## src/logic/rcb_map.svh

```systemverilog
// Purpose: Register offsets, field positions and reset values of the radio configuration bank.
// Assumes: Byte-wide registers at their printed byte offsets.
// Notes: Definitions only.
`ifndef RCB_MAP_SVH
`define RCB_MAP_SVH
`define RCB_ADDR_GENERAL 8'h00
`define RCB_ADDR_DATAMOD 8'h01
`define RCB_ADDR_STRENGTH 8'h14
`define RCB_ADDR_OOK 8'h15
`define RCB_ADDR_SYNC1 8'h16
`define RCB_ADDR_SYNC2 8'h17
`define RCB_ADDR_SYNC3 8'h18
`define RCB_ADDR_SYNC4 8'h19
`define RCB_ADDR_TX 8'h1A
`define RCB_ADDR_CLKOUT 8'h1B
`define RCB_ADDR_PAYLOAD 8'h1C
`define RCB_ADDR_NODE 8'h1D
`define RCB_ADDR_PACKET 8'h1E
`define RCB_ADDR_FIFOCRC 8'h1F
`define RCB_RST_GENERAL 8'h28
`define RCB_RST_DATAMOD 8'h88
`define RCB_RST_OTHER 8'h00
`define RCB_CHIP_HI 7
`define RCB_CHIP_LO 5
`define RCB_BAND_HI 4
`define RCB_BAND_LO 3
`define RCB_VCO_HI 2
`define RCB_VCO_LO 1
`define RCB_DIV_BIT 0
`define RCB_MOD_HI 7
`define RCB_MOD_LO 6
`define RCB_DMLO_BIT 5
`define RCB_OOKT_HI 4
`define RCB_OOKT_LO 3
`define RCB_DMHI_BIT 2
`define RCB_GAIN_HI 1
`define RCB_GAIN_LO 0
`define RCB_CRC_STAT_BIT 0
`endif

```

## src/logic/rcb_pkg.sv

```systemverilog
// Purpose: Types of the radio configuration bank.
// Assumes: Codes as held in the general and data registers.
// Notes: Types only.
package rcb_pkg;
  typedef enum logic [2:0] {
    RCB_SLEEP = 3'h0,
    RCB_STANDBY = 3'h1,
    RCB_SYNTH = 3'h2,
    RCB_RECEIVE = 3'h3,
    RCB_TRANSMIT = 3'h4
  } rcb_chip_state_type;
  typedef enum logic [1:0] {
    RCB_CONTINUOUS = 2'h0,
    RCB_BUFFERED = 2'h1,
    RCB_PACKET = 2'h2
  } rcb_data_mode_type;
  typedef enum logic [1:0] {
    RCB_MOD_NONE = 2'h0,
    RCB_MOD_OOK = 2'h1,
    RCB_MOD_FSK = 2'h2
  } rcb_modulation_type;
endpackage

```

## src/logic/rcb_bank.sv

```systemverilog
// Purpose: Configuration and status register bank of a sub-GHz transceiver.
// Assumes: Strength and CRC status come from logic on CORE_CLK_I.
// Notes: Unmapped addresses read zero and ignore writes.
//
// The strobed register port was decided locally.
`timescale 1ns/1ps
`include "rcb_map.svh"
module rcb_bank
  import rcb_pkg::*;
(
  input wire logic CORE_CLK_I,
  input wire logic RESET_N_I,
  input wire logic [7:0] ADDR_I,
  input wire logic [7:0] WDATA_I,
  input wire logic WR_I,
  input wire logic RD_I,
  output logic [7:0] RDATA_O,
  input wire logic [7:0] STRENGTH_I,
  input wire logic CRC_OK_I,
  input wire logic TUNE_CYCLE_I,
  output logic [2:0] CHIP_STATE_O,
  output logic [1:0] BAND_SELECT_O,
  output logic [1:0] VCO_TUNE_OFFSET_O,
  output logic DIVIDER_SET_SELECT_O,
  output logic [1:0] MODULATION_SELECT_O,
  output logic [1:0] DATA_MODE_O,
  output logic [1:0] OOK_THRESHOLD_TYPE_O,
  output logic [1:0] INTERMEDIATE_GAIN_SELECT_O,
  output logic [31:0] SYNC_WORD_O,
  output logic [7:0] OOK_CONFIG_O,
  output logic [7:0] TRANSMIT_CONFIG_O,
  output logic [7:0] CLOCK_OUTPUT_O,
  output logic [7:0] PAYLOAD_CONFIG_O,
  output logic [7:0] NODE_ADDRESS_O,
  output logic [7:0] PACKET_CONFIG_O,
  output logic [7:0] FIFO_CRC_CONFIG_O
);

  // ----------------------------------------------------------------
  // Storage
  // ----------------------------------------------------------------
  logic [7:0] general_reg;
  logic [7:0] general_next;
  logic [7:0] datamod_reg;
  logic [7:0] ook_reg;
  logic [7:0] sync_reg [0:3];
  logic [7:0] tx_reg;
  logic [7:0] clkout_reg;
  logic [7:0] payload_reg;
  logic [7:0] node_reg;
  logic [7:0] packet_reg;
  logic [7:0] fifocrc_reg;
  logic [7:0] rdata_reg;
  logic [7:0] rdata_next;

  function automatic logic hit(input logic [7:0] a, input logic [7:0] b);
    hit = (a == b);
  endfunction

  // ----------------------------------------------------------------
  // Decode
  // ----------------------------------------------------------------
  wire wr_general = WR_I && hit(ADDR_I, `RCB_ADDR_GENERAL);
  wire wr_datamod = WR_I && hit(ADDR_I, `RCB_ADDR_DATAMOD);
  wire wr_ook = WR_I && hit(ADDR_I, `RCB_ADDR_OOK);
  wire wr_tx = WR_I && hit(ADDR_I, `RCB_ADDR_TX);
  wire wr_clkout = WR_I && hit(ADDR_I, `RCB_ADDR_CLKOUT);
  wire wr_payload = WR_I && hit(ADDR_I, `RCB_ADDR_PAYLOAD);
  wire wr_node = WR_I && hit(ADDR_I, `RCB_ADDR_NODE);
  wire wr_packet = WR_I && hit(ADDR_I, `RCB_ADDR_PACKET);
  wire wr_fifocrc = WR_I && hit(ADDR_I, `RCB_ADDR_FIFOCRC);
  wire sync_sel = (ADDR_I >= `RCB_ADDR_SYNC1) && (ADDR_I <= `RCB_ADDR_SYNC4);
  wire [1:0] sync_idx = 2'(ADDR_I - `RCB_ADDR_SYNC1);
  // The CRC status bit is owned by the packet engine, not software.
  wire [7:0] packet_view = {packet_reg[7:1], CRC_OK_I};

  // Tuning offset flips on each control cycle; a write in the same cycle wins.
  wire [1:0] vco_now = general_reg[`RCB_VCO_HI:`RCB_VCO_LO];
  wire [1:0] vco_toggled = TUNE_CYCLE_I ? ~vco_now : vco_now;
  assign general_next = wr_general ? WDATA_I :
    {general_reg[7:3], vco_toggled, general_reg[`RCB_DIV_BIT]};

  // ----------------------------------------------------------------
  // Read path
  // ----------------------------------------------------------------
  always_comb begin
    rdata_next = 8'h00;
    if (RD_I) begin
      case (ADDR_I)
        `RCB_ADDR_GENERAL: rdata_next = general_reg;
        `RCB_ADDR_DATAMOD: rdata_next = datamod_reg;
        `RCB_ADDR_STRENGTH: rdata_next = STRENGTH_I;
        `RCB_ADDR_OOK: rdata_next = ook_reg;
        `RCB_ADDR_SYNC1, `RCB_ADDR_SYNC2, `RCB_ADDR_SYNC3, `RCB_ADDR_SYNC4: rdata_next = sync_reg[sync_idx];
        `RCB_ADDR_TX: rdata_next = tx_reg;
        `RCB_ADDR_CLKOUT: rdata_next = clkout_reg;
        `RCB_ADDR_PAYLOAD: rdata_next = payload_reg;
        `RCB_ADDR_NODE: rdata_next = node_reg;
        `RCB_ADDR_PACKET: rdata_next = packet_view;
        `RCB_ADDR_FIFOCRC: rdata_next = fifocrc_reg;
        default: rdata_next = 8'h00;
      endcase
    end
  end

  // ----------------------------------------------------------------
  // Registers
  // ----------------------------------------------------------------
  always_ff @(posedge CORE_CLK_I) begin
    if (!RESET_N_I) begin
      general_reg <= `RCB_RST_GENERAL;
      datamod_reg <= `RCB_RST_DATAMOD;
      rdata_reg <= 8'h00;
    end else begin
      general_reg <= general_next;
      rdata_reg <= rdata_next;
      if (wr_datamod) begin
        datamod_reg <= WDATA_I;
      end
    end
  end

  always_ff @(posedge CORE_CLK_I) begin
    if (!RESET_N_I) begin
      ook_reg <= `RCB_RST_OTHER;
      tx_reg <= `RCB_RST_OTHER;
      clkout_reg <= `RCB_RST_OTHER;
      payload_reg <= `RCB_RST_OTHER;
      node_reg <= `RCB_RST_OTHER;
      packet_reg <= `RCB_RST_OTHER;
      fifocrc_reg <= `RCB_RST_OTHER;
    end else begin
      if (wr_ook) ook_reg <= WDATA_I;
      if (wr_tx) tx_reg <= WDATA_I;
      if (wr_clkout) clkout_reg <= WDATA_I;
      if (wr_payload) payload_reg <= WDATA_I;
      if (wr_node) node_reg <= WDATA_I;
      if (wr_packet) packet_reg <= WDATA_I;
      if (wr_fifocrc) fifocrc_reg <= WDATA_I;
    end
  end

  always_ff @(posedge CORE_CLK_I) begin
    if (!RESET_N_I) begin
      for (int i = 0; i < 4; i++) sync_reg[i] <= `RCB_RST_OTHER;
    end else if (WR_I && sync_sel) begin
      sync_reg[sync_idx] <= WDATA_I;
    end
  end

  // ----------------------------------------------------------------
  // Outputs
  // ----------------------------------------------------------------
  assign RDATA_O = rdata_reg;
  // Reserved codes 101..111 are not expected from software and pass unchanged.
  assign CHIP_STATE_O = general_reg[`RCB_CHIP_HI:`RCB_CHIP_LO];
  assign BAND_SELECT_O = general_reg[`RCB_BAND_HI:`RCB_BAND_LO];
  assign VCO_TUNE_OFFSET_O = vco_now;
  assign DIVIDER_SET_SELECT_O = general_reg[`RCB_DIV_BIT];
  assign MODULATION_SELECT_O = datamod_reg[`RCB_MOD_HI:`RCB_MOD_LO];
  // Packet mode ignores the low bit.
  assign DATA_MODE_O = datamod_reg[`RCB_DMHI_BIT] ? 2'(RCB_PACKET) :
    {1'b0, datamod_reg[`RCB_DMLO_BIT]};
  assign OOK_THRESHOLD_TYPE_O = datamod_reg[`RCB_OOKT_HI:`RCB_OOKT_LO];
  assign INTERMEDIATE_GAIN_SELECT_O = datamod_reg[`RCB_GAIN_HI:`RCB_GAIN_LO];
  assign SYNC_WORD_O = {sync_reg[0], sync_reg[1], sync_reg[2], sync_reg[3]};
  assign OOK_CONFIG_O = ook_reg;
  assign TRANSMIT_CONFIG_O = tx_reg;
  assign CLOCK_OUTPUT_O = clkout_reg;
  assign PAYLOAD_CONFIG_O = payload_reg;
  assign NODE_ADDRESS_O = node_reg;
  assign PACKET_CONFIG_O = packet_view;
  assign FIFO_CRC_CONFIG_O = fifocrc_reg;
endmodule

```

## config.mk

```make
export PLATFORM = sky130hd
export DESIGN_NAME = rcb_bank
export DESIGN_NICKNAME = d
export VERILOG_FILES = /design/src/logic/rcb_pkg.sv /design/src/logic/rcb_bank.sv
export VERILOG_INCLUDE_DIRS = /design/src /design/src/logic
export SDC_FILE = /design/constraint.sdc
export NUM_CORES = 1
export LEC_CHECK = 0
export ABC_AREA = 0
export ABC_CLOCK_PERIOD_IN_PS = 2900
export BUFFER_PORTS_ARGS = -buffer_cell sky130_fd_sc_hd__buf_4
export CORE_MARGIN = 4
export CORE_UTILIZATION = 45
export DETAILED_ROUTE_END_ITERATION = 8
export GPL_TIMING_DRIVEN = 1
export MAX_ROUTING_LAYER = met4
export PLACE_DENSITY = 0.67
export SETUP_SLACK_MARGIN = 0.3
export SLEW_MARGIN = 40
export SYNTH_ARGS = -nofsm -noshare
export SYNTH_HDL_FRONTEND = slang
export SYNTH_SLANG_ARGS = --single-unit
```

## constraint.sdc

```tcl
create_clock -name CORE_CLK_I -period 2.9 [get_ports CORE_CLK_I]
set_clock_uncertainty 0.15 [all_clocks]
set_input_delay 0.29 -clock CORE_CLK_I [delete_from_list [all_inputs] [get_ports CORE_CLK_I]]
set_output_delay 0.29 -clock CORE_CLK_I [all_outputs]
set_load 0.01 [all_outputs]
```

* Word-level counts from Yosys, hierarchy flattened
Memories as Yosys holds them, arrays and structs flattened. Index checks and enable logic that the tools add are counted.
Storage, ports and cells: flip-flop bits (word level) 80, memory bits (writable) 32, bits of input ports 30, word-level logic and storage cells 56, memories kept 1
Operators by class: add/subtract/negate cells 1, order comparisons 2, equality and inequality tests 13, mux-type cells 11, bitwise operators 1, reductions and logical operators 16
Memories:
- sync_reg | depth 4, width 8, read ports 5, clocked after Yosys merged registers in 0, wr ports 4, line rcb_bank.sv:46 | logic [7:0] sync_reg [0:3];
Operators by type and width (count):
- == test 8 x 5 -> 1 bit (second input constant) | 12
- one-hot mux 8 bit (11 select lines) | 1
- logical AND 1 bit | 11
- == test 8 x 1 -> 1 bit (second input constant) | 1
- >= comparator 8 x 5 -> 1 bit (second input constant) | 1
- less-or-equal comparator 8 x 5 -> 1 bit (second input constant) | 1
- zero test 8 bit | 1
- two-way mux 8 bit | 1
- OR reduction 8 bit | 1
- two-way mux 2 bit | 3
- two-way mux 1 bit | 5
- OR reduction 4 bit | 1
- two-way mux 3 bit | 1
- inverter 2 bit | 1
- AND reduction 2 bit | 1
- nonzero test 2 bit | 1
- subtractor 2 bit (second input constant) | 1

* Longest topological paths before layout
depth in word-level cells 8, depth in mapped cells 8, mapped depth without buffers 5

* Least setup slack after synthesis
OpenSTA, ideal clock, no wires.
kind input to register, start point input port ADDR_I[2], end point memory sync_reg[0][0] (enable), library setup time 0.384 ns, data arrival time 1.595 ns, data required time 2.366 ns, setup slack 0.771 ns, stages on the path 5, buffers on the path 1, path through buf_2 nor3b_1 or2_2 nand2_1 o21ai_0
RTL lines:
- start, declared | line rcb_bank.sv:13 | input wire logic [7:0] ADDR_I,
- end, declared | line rcb_bank.sv:46

==> metrics.yaml <==
outcome:
  run_status: "finished clean"
routing:
  post_drt_via_cell_ratio: 5.72
  route.vias.total: 4414
  detail_route.first_pass.iterations: 6
  post_drt_wl_per_cell_um: 21.6
  route.final.wire_length_um: 16700
  drt_iter0_drc: 372
  final_antenna_net_count: 0
  drcViolationCount: 0
cts:
  tritoncts_clock_tree: "done"
  cts_sinks: 111
  cts-root-to-sink-buffers: 2
  clock_transition_at_path_regs_ps: 70
  cts.hold.buffers_added: 0
  clk_latency_ps: 350
  buffers_inserted_during_post_cts_setup_optimization: 0
  clockRootBuffer: "sky130_fd_sc_hd__clkbuf_16"
  numCtsBuffers: 9
  count_of_instances_resized_after_the_clock_tree_is_built: 0
  clock_tree.htree_level_count: 3
sta:
  period_utilization_pct: 72.8
  timing.final.setup_violations: 0
  worst-slew-pin-transition_ps: 639
  finalMaxSlewViolations: 0
  setup_repair_after_global_routing_missed_its_margin: "no"
  fin_hold_ws_ps: 111
  final_hold_viol_count: 0
  achievable-frequency_mhz: 473
  timing.slew.headroom_pct: 57.3
  final.min_clock_period_ps: 2110
  setup-tns-final_ps: 0
floorplan:
  chipHeight_um: 117
  dieArea_um2: 13600
  die-width_um: 117
  core_area_um2: 11500
  start_util_pct: 46.2
  placement_rows: 39
  boundaryPins: 142
placement:
  buffer_ports.inserted: 141
  finalWeightedCongestion: 0.893
  placedCellCount: 756
  hpwl_um: 11800
critical_path:
  worst_setup_path_start_kind: "input port"
  worst-r2r-cell-count: 5
  regToRegEndpoint: "RDATA_O[3]"
  cp_data_required_time_ps: 2970
  critPathMaxFanout: 18
  worstSetupEndpointType: "flip-flop"
  worst_setup_path_startpoint: "ADDR_I[5]"
  worst_ep_arrival_time_ps: 2180
  rrSetupSlack_ps: 1140
  setup.worst_path.class: "in2reg"
  reg2reg_from: "sync_reg[3][3]"
cells_and_area:
  nNetsFinal: 654
  stdcell_count: 772
  final_layout_size_suffix_gt1_share_pct: 30.7
  synthesis_to_layout_area_growth_pct: 26.5
  final_cell_mix: "154 x sky130_fd_sc_hd__buf_4, 79 x sky130_fd_sc_hd__dfxtp_1, 64 x sky130_fd_sc_hd__mux2i_1"
  filler_cell_count: 990
  antenna-diode-count: 0
  commonest_non_fill_non_tap_cell_in_the_layout: "sky130_fd_sc_hd__buf_4"
  flip_flop_count_of_the_largest_register_all_copies_and_words_added: 32
global_route:
  grt.overflow.total: 0
  grt_busiest_layer: "met2"
  first_global_vias: 4241
  grt_start_max_net_pins: 63
  global_route.usage.total_pct: 25.4
  grt_pass1_wl_um: 25300
  antenna_found_initial: 0
  gr-usage-met2_pct: 39.6
  globalRouteMet1Util_pct: 34.7
  met3_usage_pct: 2.95
synthesis:
  yosysSeqAreaShare_pct: 47.8
  synth-edff-count: 32
  synthDominantAreaCellType: "sky130_fd_sc_hd__dfxtp_1"
  post_synth.cell_area_avg_um2: 10.5
  yosys_warnings: 0
  asyncSetResetFlopFracSynth_pct: 0
  netlist_instances: 506
  netlist_area_before_placement_um2: 5320
  netlist.area_leader.share_pct: 29.7
  postSynth.topFlopCell: "sky130_fd_sc_hd__dfxtp_1"
  ys_ff_latch: 111
  post_synth_num_cell_types: 44
  net_count_after_synthesis: 536
  ys_top_cells_by_area: "sky130_fd_sc_hd__dfxtp_1 30%, sky130_fd_sc_hd__edfxtp_1 18%, sky130_fd_sc_hd__mux2i_1 12%, sky130_fd_sc_hd__nor2b_1 5.9%, sky130_fd_sc_hd__mux4_2 3.8%"
power_and_ir_drop:
  power.ir.vdd_worst_uv: 297
  p_per_area_nw_per_um2: 477
  total_leakage_power_nw: 2.75
  post-layout-total-power_mw: 3.21
worst_hold_path:
  min_path_cells: 3
  min_path_type: "in2reg"
  whs_endpoint: "RDATA_O[1]"
  min-delay-start: "STRENGTH_I[1]"
flow_run:
  max_cap_violations: 0
==> metal layers <==
layer / vias to the layer above / routed length, um
li1: 2035 / -
met1: 2159 / 7330
met2: 195 / 8110
met3: 25 / 939
met4: 0 / 311
met5: - / 0
==> through the flow <==
| step | setup slack, ps | util [%] | cell area [um^2] |
|---|---|---|---|
| after floorplan | 771 | - | 5320 |
| after global routing | 655 | 58.4 | 6730 |
| final | 788 | 58.4 | 6730 |
| after detailed placement | 473 | 55.8 | 6420 |
| after CTS | 829 | 58.4 | 6730 |
| after global placement | 588 | 55.8 | 6420 |
==> cell families (layout without fill, tap and decap cells) <==
logic type / Yosys count / in the layout / synth area share [%]
flip-flops: 111 / 111 / 47.8
XOR/XNOR: 2 / 2 / 0.329
AND/OR/NAND/NOR: 179 / 179 / 19.1
AO/OA/AOI/OAI: 84 / 84 / 10.9
multiplexers: 80 / 80 / 17.3
buffers and inverters: 50 / 173 / 4.52
==> how the worst max path moves through the flow <==
stage,end,cells past startpoint
final,sync_reg[1][6],7
after global routing,sync_reg[0][3],7
after CTS,sync_reg[1][6],7
after detailed placement,sync_reg[1][6],7
after global placement,sync_reg[1][2],7
after floorplan,sync_reg[0][0],5
==> worst max-delay path, stage by stage <==
cell and delay (ps):
sky130_fd_sc_hd__buf_4 130, sky130_fd_sc_hd__nor4b_4 300, sky130_fd_sc_hd__buf_4 210, sky130_fd_sc_hd__o21a_1 270, sky130_fd_sc_hd__and3_1 500, sky130_fd_sc_hd__and3_2 320
sky130_fd_sc_hd__and2_1 150
==> report_power, final <==
part | internal, mW | total [mW] | switching [mW]
Clock | 0.718 | 1.28 | 0.558
Sequential | 1.62 | 1.64 | 0.0225
Combinational | 0.128 | 0.292 | 0.164
==> final cells by class <==
class | instances | area [um^2] | area share [%]
flip-flops and latches | 111 | 2540 | 37.8
multi-input cells | 345 | 2530 | 37.7
repair buffers | 154 | 1160 | 17.2
clock buffers | 12 | 258 | 3.83
well taps | 143 | 179 | 2.66
clock inverters | 4 | 43.8 | 0.651
inverters | 3 | 11.3 | 0.167
==> synthesized netlist by cell type, drive strengths merged, types with 9 or more instances <==
cell type,n
and2,27
a21boi,20
nand2,55
mux2i,64
clkbuf,24
and3,12
dfxtp,79
nor2b,50
o21ai,17
edfxtp,32
mux4,9
buf,23
a22oi,14
Power figures use the tool's default switching activity.
